`config.mk`:
```
export PLATFORM = sky130hd
export DESIGN_NAME = urti_core
export DESIGN_NICKNAME = d
export VERILOG_FILES = /design/src/hdl/urti_pkg.sv /design/src/hdl/urti_if.sv /design/src/hdl/urti_core.sv /design/src/hdl/urti_timeout.sv /design/src/hdl/urti_level.sv
export VERILOG_INCLUDE_DIRS = /design/src /design/src/hdl
export SDC_FILE = /design/constraint.sdc
export NUM_CORES = 1
export LEC_CHECK = 0
export ABC_AREA = 0
export ABC_CLOCK_PERIOD_IN_PS = 10500
export BUFFER_PORTS_ARGS = -buffer_cell sky130_fd_sc_hd__buf_2
export CAP_MARGIN = 20
export CORE_ASPECT_RATIO = 1.5
export CORE_MARGIN = 2
export CORE_UTILIZATION = 50
export DETAILED_ROUTE_END_ITERATION = 10
export PLACE_DENSITY = 0.76
export SLEW_MARGIN = 20
export SYNTH_ARGS = -nofsm -noshare
export SYNTH_HDL_FRONTEND = slang
export SYNTH_HIERARCHICAL = 1
export SYNTH_SLANG_ARGS = --single-unit
```
`constraint.sdc`:
```
create_clock -name mclk -period 10.5 [get_ports mclk]
set_input_delay 1.575 -clock mclk [delete_from_list [all_inputs] [get_ports mclk]]
set_output_delay 1.575 -clock mclk [all_outputs]
set_load 0.03 [all_outputs]
```
`src/hdl/urti_params.svh`:
```
// Register map, field positions, reset values and timing for the receive flow and timeout block
`ifndef URTI_PARAMS_SVH
`define URTI_PARAMS_SVH

// Register indices; byte address is four times the index
`define URTI_IDX_CTRL 8'h96
`define URTI_IDX_FLOW 8'h98
`define URTI_IDX_THR 8'h99
`define URTI_IDX_TBASE 8'h9A
`define URTI_IDX_TSCALE 8'h9B
`define URTI_IDX_ISTAT 8'hA0
`define URTI_IDX_ICLR 8'hA1
`define URTI_IDX_IEN 8'hA2

// Reset values
`define URTI_RST_CTRL 8'h0F
`define URTI_RST_FLOW 8'hA5
`define URTI_RST_THR 8'h44
`define URTI_RST_TBASE 8'hC0
`define URTI_RST_TSCALE 2'h0

// Control register fields
`define URTI_CTRL_BWPC 3:0
`define URTI_CTRL_RXDMA 4

// Flow request control fields
`define URTI_FLOW_TRIG 3:0
`define URTI_FLOW_POL 4
`define URTI_FLOW_MVAL 5
`define URTI_FLOW_MEN 6
`define URTI_FLOW_EN 7

// Threshold fields
`define URTI_THR_RX 3:0
`define URTI_THR_TX 7:4

// Interrupt bits
`define URTI_IRQ_RXBUF 0
`define URTI_IRQ_TXBUF 1
`define URTI_IRQ_TMO 2
`define URTI_NIRQ 3

// Least legal per-bit cycle count
`define URTI_BWPC_MIN 4'h3

`endif

```
`src/hdl/urti_pkg.sv`:
```
// Types and shared helpers for the receive flow and timeout block
package urti_pkg;

  typedef enum logic [1:0] {
    URTI_TMO_IDLE = 2'b01,
    URTI_TMO_RUN = 2'b10
  } urti_tmo_state_t;

  typedef struct packed {
    urti_tmo_state_t st;
    logic [9:0] cnt;
    logic expired;
  } urti_tmo_t;

  typedef struct packed {
    logic rts;
    logic rx_hit;
    logic tx_hit;
  } urti_lvl_t;

  typedef struct packed {
    logic [7:0] ctrl;
    logic [7:0] flow;
    logic [7:0] thr;
    logic [7:0] tbase;
    logic [1:0] tscale;
    logic [2:0] istat;
    logic [2:0] ien;
    logic [1:0] hit_q;
    logic ph_wr;
    logic [7:0] ph_idx;
    logic [31:0] rdata;
    logic irq;
  } urti_core_t;

  // Fill level reached
  function automatic logic urti_reached(input logic [3:0] cnt, input logic [3:0] trig);
    urti_reached = (cnt >= trig);
  endfunction

endpackage

```
`src/hdl/urti_if.sv`:
```
// Signals shared between the register core, the timeout counter and the level logic
`timescale 1ns/10ps
interface urti_if;
  logic byte_done;
  logic dma_en;
  logic [7:0] tbase;
  logic [1:0] tscale;
  logic expired;
  logic [3:0] rx_cnt;
  logic [3:0] tx_cnt;
  logic [7:0] flow;
  logic [7:0] thr;
  logic rts;
  logic rx_hit;
  logic tx_hit;

  modport core (output byte_done, dma_en, tbase, tscale, rx_cnt, tx_cnt, flow, thr,
    input expired, rts, rx_hit, tx_hit);
  modport tmo (input byte_done, dma_en, tbase, tscale, output expired);
  modport lvl (input rx_cnt, tx_cnt, flow, thr, output rts, rx_hit, tx_hit);
endinterface

```
`src/hdl/urti_core.sv`:
```
// Flow request, buffer interrupt thresholds and receive idle timeout with AHB-Lite registers
//
// Local design decision: the AHB-Lite interface to the registers.
`timescale 1ns/10ps
`include "urti_params.svh"
module urti_core import urti_pkg::*; (
  // Clock and reset
  input wire logic mclk,
  input wire logic rst,
  // AHB-Lite slave
  input wire logic hsel,
  input wire logic [31:0] haddr,
  input wire logic [1:0] htrans,
  input wire logic hwrite,
  input wire logic [2:0] hsize,
  input wire logic [31:0] hwdata,
  input wire logic hready,
  output logic hreadyout,
  output logic hresp,
  output logic [31:0] hrdata,
  // Receive and transmit buffer side
  input wire logic rx_byte_done,
  input wire logic [3:0] rx_buf_cnt,
  input wire logic [3:0] tx_buf_cnt,
  // Link and DMA side
  output logic rts,
  output logic rx_dma_done,
  output logic [3:0] bit_cycles,
  output logic rx_dma_en,
  // Interrupt
  output logic irq
);

  urti_core_t s_r;
  urti_core_t s_nxt;
  logic take;
  logic [7:0] a_idx;
  logic [2:0] ev;
  logic [2:0] clr;

  urti_if ifc ();

  urti_timeout u_tmo (
    .mclk(mclk),
    .rst(rst),
    .bus(ifc.tmo)
  );

  urti_level u_lvl (
    .mclk(mclk),
    .rst(rst),
    .bus(ifc.lvl)
  );

  assign ifc.byte_done = rx_byte_done;
  assign ifc.dma_en = s_r.ctrl[`URTI_CTRL_RXDMA];
  assign ifc.tbase = s_r.tbase;
  assign ifc.tscale = s_r.tscale;
  assign ifc.rx_cnt = rx_buf_cnt;
  assign ifc.tx_cnt = tx_buf_cnt;
  assign ifc.flow = s_r.flow;
  assign ifc.thr = s_r.thr;

  // Read value of a register index; unmapped and write-only read as zero
  function automatic logic [31:0] rd_word(input urti_core_t s, input logic [7:0] idx);
    rd_word = 32'h0000_0000;
    if (idx == `URTI_IDX_CTRL) begin
      rd_word = {24'h000000, s.ctrl};
    end else if (idx == `URTI_IDX_FLOW) begin
      rd_word = {24'h000000, s.flow};
    end else if (idx == `URTI_IDX_THR) begin
      rd_word = {24'h000000, s.thr};
    end else if (idx == `URTI_IDX_TBASE) begin
      rd_word = {24'h000000, s.tbase};
    end else if (idx == `URTI_IDX_TSCALE) begin
      rd_word = {30'h0000_0000, s.tscale};
    end else if (idx == `URTI_IDX_ISTAT) begin
      rd_word = {29'h0000_0000, s.istat};
    end else if (idx == `URTI_IDX_IEN) begin
      rd_word = {29'h0000_0000, s.ien};
    end
  endfunction

  always_comb begin
    take = hsel && hready && htrans[1];
    a_idx = haddr[9:2];
    s_nxt = s_r;
    clr = 3'h0;
    // Data phase write; zero wait states so hwdata stands in this cycle
    if (s_r.ph_wr) begin
      if (s_r.ph_idx == `URTI_IDX_CTRL) begin
        s_nxt.ctrl = hwdata[7:0];
      end else if (s_r.ph_idx == `URTI_IDX_FLOW) begin
        s_nxt.flow = hwdata[7:0];
      end else if (s_r.ph_idx == `URTI_IDX_THR) begin
        s_nxt.thr = hwdata[7:0];
      end else if (s_r.ph_idx == `URTI_IDX_TBASE) begin
        s_nxt.tbase = hwdata[7:0];
      end else if (s_r.ph_idx == `URTI_IDX_TSCALE) begin
        s_nxt.tscale = hwdata[1:0];
      end else if (s_r.ph_idx == `URTI_IDX_ICLR) begin
        clr = hwdata[2:0];
      end else if (s_r.ph_idx == `URTI_IDX_IEN) begin
        s_nxt.ien = hwdata[2:0];
      end
    end
    // Address phase; read data sampled now, so it predates a write in this same cycle
    s_nxt.ph_wr = take && hwrite;
    s_nxt.ph_idx = a_idx;
    if (take && !hwrite) begin
      s_nxt.rdata = rd_word(s_r, a_idx);
    end
    // Buffer events on the rising edge of each threshold condition
    s_nxt.hit_q = {ifc.tx_hit, ifc.rx_hit};
    ev[`URTI_IRQ_RXBUF] = ifc.rx_hit && !s_r.hit_q[0];
    ev[`URTI_IRQ_TXBUF] = ifc.tx_hit && !s_r.hit_q[1];
    ev[`URTI_IRQ_TMO] = ifc.expired;
    // Set wins over a clear in the same cycle
    s_nxt.istat = (s_r.istat & ~clr) | ev;
    s_nxt.irq = |(s_nxt.istat & s_nxt.ien);
  end

  always_ff @(posedge mclk) begin
    if (rst) begin
      s_r.ctrl <= `URTI_RST_CTRL;
      s_r.flow <= `URTI_RST_FLOW;
      s_r.thr <= `URTI_RST_THR;
      s_r.tbase <= `URTI_RST_TBASE;
      s_r.tscale <= `URTI_RST_TSCALE;
      s_r.istat <= 3'h0;
      s_r.ien <= 3'h0;
      s_r.hit_q <= 2'h0;
      s_r.ph_wr <= 1'b0;
      s_r.ph_idx <= 8'h00;
      s_r.rdata <= 32'h0000_0000;
      s_r.irq <= 1'b0;
    end else begin
      s_r <= s_nxt;
    end
  end

  // Slave never stalls and always answers OKAY
  assign hreadyout = 1'b1;
  assign hresp = 1'b0;
  assign hrdata = s_r.rdata;
  assign rts = ifc.rts;
  assign rx_dma_done = ifc.expired;
  // Values below the legal minimum are passed as written; software keeps it above 2
  assign bit_cycles = s_r.ctrl[`URTI_CTRL_BWPC];
  assign rx_dma_en = s_r.ctrl[`URTI_CTRL_RXDMA];
  assign irq = s_r.irq;

endmodule

```
`src/hdl/urti_timeout.sv`:
```
// Receive idle timeout counter
`timescale 1ns/10ps
`include "urti_params.svh"
module urti_timeout import urti_pkg::*; (
  // Clock and reset
  input wire logic mclk,
  input wire logic rst,
  // Core side
  urti_if.tmo bus
);

  urti_tmo_t s_r;
  urti_tmo_t s_nxt;
  logic [9:0] limit;

  always_comb begin
    limit = 10'(bus.tbase) * (10'(bus.tscale) + 10'h001);
    s_nxt = s_r;
    s_nxt.expired = 1'b0;
    case (s_r.st)
      URTI_TMO_IDLE: begin
        s_nxt.cnt = 10'h000;
      end
      URTI_TMO_RUN: begin
        if (!bus.dma_en) begin
          s_nxt.st = URTI_TMO_IDLE;
        end else if (s_r.cnt + 10'h001 >= limit) begin
          s_nxt.expired = 1'b1;
          s_nxt.st = URTI_TMO_IDLE;
        end else begin
          s_nxt.cnt = s_r.cnt + 10'h001;
        end
      end
      default: begin
        s_nxt.st = URTI_TMO_IDLE;
      end
    endcase
    // New byte restarts the idle wait
    if (bus.byte_done && bus.dma_en) begin
      s_nxt.st = URTI_TMO_RUN;
      // A byte in the expiry cycle means the burst has not ended
      s_nxt.expired = 1'b0;
      s_nxt.cnt = 10'h000;
    end
  end

  always_ff @(posedge mclk) begin
    if (rst) begin
      s_r <= '{st: URTI_TMO_IDLE, cnt: 10'h000, expired: 1'b0};
    end else begin
      s_r <= s_nxt;
    end
  end

  assign bus.expired = s_r.expired;

endmodule

```
`src/hdl/urti_level.sv`:
```
// Flow request line and buffer threshold comparison
`timescale 1ns/10ps
`include "urti_params.svh"
module urti_level import urti_pkg::*; (
  // Clock and reset
  input wire logic mclk,
  input wire logic rst,
  // Core side
  urti_if.lvl bus
);

  urti_lvl_t s_r;
  urti_lvl_t s_nxt;
  logic stop_req;

  always_comb begin
    stop_req = urti_reached(bus.rx_cnt, bus.flow[`URTI_FLOW_TRIG]);
    s_nxt = s_r;
    if (!bus.flow[`URTI_FLOW_EN]) begin
      s_nxt.rts = bus.flow[`URTI_FLOW_POL];
    end else if (bus.flow[`URTI_FLOW_MEN]) begin
      s_nxt.rts = bus.flow[`URTI_FLOW_MVAL];
    end else begin
      s_nxt.rts = stop_req ^ bus.flow[`URTI_FLOW_POL];
    end
    s_nxt.rx_hit = urti_reached(bus.rx_cnt, bus.thr[`URTI_THR_RX]);
    s_nxt.tx_hit = (bus.tx_cnt <= bus.thr[`URTI_THR_TX]);
  end

  always_ff @(posedge mclk) begin
    if (rst) begin
      s_r <= '{rts: 1'b1, rx_hit: 1'b0, tx_hit: 1'b0};
    end else begin
      s_r <= s_nxt;
    end
  end

  assign bus.rts = s_r.rts;
  assign bus.rx_hit = s_r.rx_hit;
  assign bus.tx_hit = s_r.tx_hit;

endmodule

```
==> results.toml <==
[run_status]
status = "complete, no violations"

[synth]
seq_area_frac_synth_pct = 30.9
synth_edf_count = 0
synth_cells = 568
synth_area_sq_um = 4930
syn_area_per_cell_sq_um = 8.68
ys_seq_elements = 76
ys_types = 67
async_flop_share_pct = 0
ys.flop_type = "dfxtp_1"
synth_warnings = 6

[clocking]
clkSlewWorstSetupHoldPaths_ps = 60
clock_latency_ps = 330
cts_max_path_buffers = 2
hold_buffers = 0
numCtsBuffers = 9
cts_tree = "built"
postCtsSetupBuffers = 0
post_cts_resized = 0
clockRootBuffer = "clkbuf_16"
clock_sinks = 76
h-tree-depth = 3

[worst_setup_path]
reg2reg_from = "ifc.tscale[0]"
reg2reg_slack_ps = 6040
reg2regPathDepth = 16
end_kind = "flop"
worstSetupPathType = "reg2reg"
rr_endpoint = "u_tmo/s_r[10]"
worstSetupStartpointType = "flop"
critPathArrivalTime_ps = 4730
cp.required_ps = 10760
crit_path_max_fanout = 11

[sta]
fmax_mhz = 224
finalCriticalPeriod_ps = 4460
setup_tns_ps = 0
tightest_slew_ps = 847
maxSlewViolCount = 0
relSlewSlack_pct = 43.3
fin_crit_sh_pct = 42.5
rsz0062_at_grt = "no"
hold_viol = 0
setup_ws_ps = 6040
setup_viol = 0
finClkSkew_ps = 6.55

[routing]
wire_per_inst_microns = 15.0
num_vias = 3937
drt_wl_total_microns = 10600
drc_errors = 0
antenna_left = 0
first_pass_iters = 4
vias_per_cell = 5.56
drt_iter0_drc = 167

[final_layout]
final_common_cell = "dfxtp_1"
antenna_cells = 0
syn2layout_area_growth_pct = 7.36
final_cells = 708
nets = 712
final_cell_mix = "dfxtp_1 (76), nor2_1 (59), buf_2 (46), nand2_1 (38), inv_1 (34)"
fillers = 847
drive_gt1_share_pct = 14.2

[pwr]
power_frac_seq_pct = 45.1
power.switching_mw = 0.159
clkPwrFrac_pct = 47.0
ir_drop_v = 0.000112
p_per_area_nw_per_um2 = 124
combPwrFrac_pct = 8.0
finalPower_mw = 0.657
swShare_pct = 24.3
internal_power_mw = 0.498
leakage_nw = 2.37

[min_path]
hold_end = "s_r[42]"
min-delay-start = "u_lvl/bus.rx_hit"
hold_path_class = "reg2reg"
hold_path_depth = 1

[global_routing]
grt_pass1_vias = 3821
grt_pass1_wl_microns = 17900
grt_start_max_net_pins = 70
grtUsageTotal_pct = 20.5
antenna_found_initial = 0
grt_overflow = 0

[die]
placementRows = 44
start_util_pct = 51.2
ioPinCount = 125
die_h_microns = 126
core-area_sq_um = 9630
fp.dieW_microns = 85.1
dieArea_sq_um = 10700

[placement]
hpwl_microns = 7910
dp_slack_ps = 6060
port_buffers = 46
gp_congestion = 0.863
place_inst = 693

[job]
cap_viol_max_count = 0
## per-stage QoR
step,hold WS (ps),util [%],area (sq um)
floorplan,429,-,5020
finish,469,54.9,5290
detailed placement,451,51.8,4990
global route,483,54.9,5290
CTS,464,54.9,5290
global placement,443,51.8,4990
## state kept, by name, indices dropped and copies added, names as in the netlist, 2 cells and up
| name | flops |
|---|---|
| s_r | 20 |
| u_tmo/s_r | 12 |
| hrdata | 8 |
| ifc.flow | 8 |
| ifc.tbase | 8 |
| ifc.thr | 8 |
| bit_cycles | 4 |
| ifc.tscale | 2 |
## cell families after synthesis
logic type      share of synthesized area (%)
fa+ha+maj                                11.2
simple gates                             21.9
xor+xnor                                 2.84
other cells                             0.152
buf+inv                                  11.0
compound gates                           15.6
mux                                      6.40
flops                                    30.9
## worst max-delay path, cell delays in order, from the launching register on
cell and delay, ps:
dfxtp_1 520, ha_1 380, and2_1 200, fa_1 460, ha_1 240, fa_1 420, a21o_1 170, a21oi_1 210
o21bai_1 100, a21oi_1 180, xor2_1 90, ha_1 290, nand2_1 60, o21ai_1 480, a21oi_4 140, a21boi_2 250
mux2i_1 210
## routing by layer
layer / global-route usage, % / part of all wire (%) / routed length, microns / up-vias
met5: 0 / 0 / 0 / -
met4: 10.2 / 2.9 / 306 / 0
met3: 2.84 / 3.3 / 353 / 16
met2: 36.9 / 54 / 5750 / 91
met1: 23.2 / 40 / 4230 / 1889
li1: - / - / - / 1941
## worst max-delay path by stage
stage,slack [ps],depth (start not counted),endpoint,start
after floorplan,6550,16,u_tmo/s_r[3],ifc.tscale[0]
after global placement,6120,16,u_tmo/s_r[3],ifc.tscale[0]
after detailed placement,6060,16,u_tmo/s_r[10],ifc.tscale[0]
after CTS,6030,16,u_tmo/s_r[10],ifc.tscale[0]
after global routing,5680,16,u_tmo/s_r[10],ifc.tscale[0]
final,6040,16,u_tmo/s_r[10],ifc.tscale[0]
## final cells by class
cell class              instances  area (sq um)  share of cell area, %
flip-flops and latches         76          1520                   28.8
inverters                      34           128                   2.41
clock inverters                 4          50.0                  0.946
clock buffers                  11           243                   4.59
multi-input cells             420          2960                   55.9
repair buffers                 48           245                   4.63
well taps                     115           144                   2.72
## power groups by stage
stage / Combinational [mW] / Sequential (mW) / Clock [mW]
final: 0.0522 / 0.296 / 0.309
after global routing: 0.0568 / 0.297 / 0.321
after CTS: 0.0519 / 0.296 / 0.312
after detailed placement: 0.0516 / 0.302 / 0
after global placement: 0.0502 / 0.302 / 0
after floorplan: 0.0458 / 0.302 / 0
## synth_stat cells (all sizes together) (9+ instances only)
cell    count  area [sq um]
ha         33           413
a31oi       9          56.3
nor2       60           225
a21oi      33           191
nand2      38           143
a211o      12           105
nor2b      27           169
xnor2       9          78.8
inv        34           128
mux2i      30           300
dfxtp      76          1520
buf        52           375
o21ai      14          70.1
nand3      13          75.1
clkbuf     10          38.8
(Power assumes the default switching activity.)
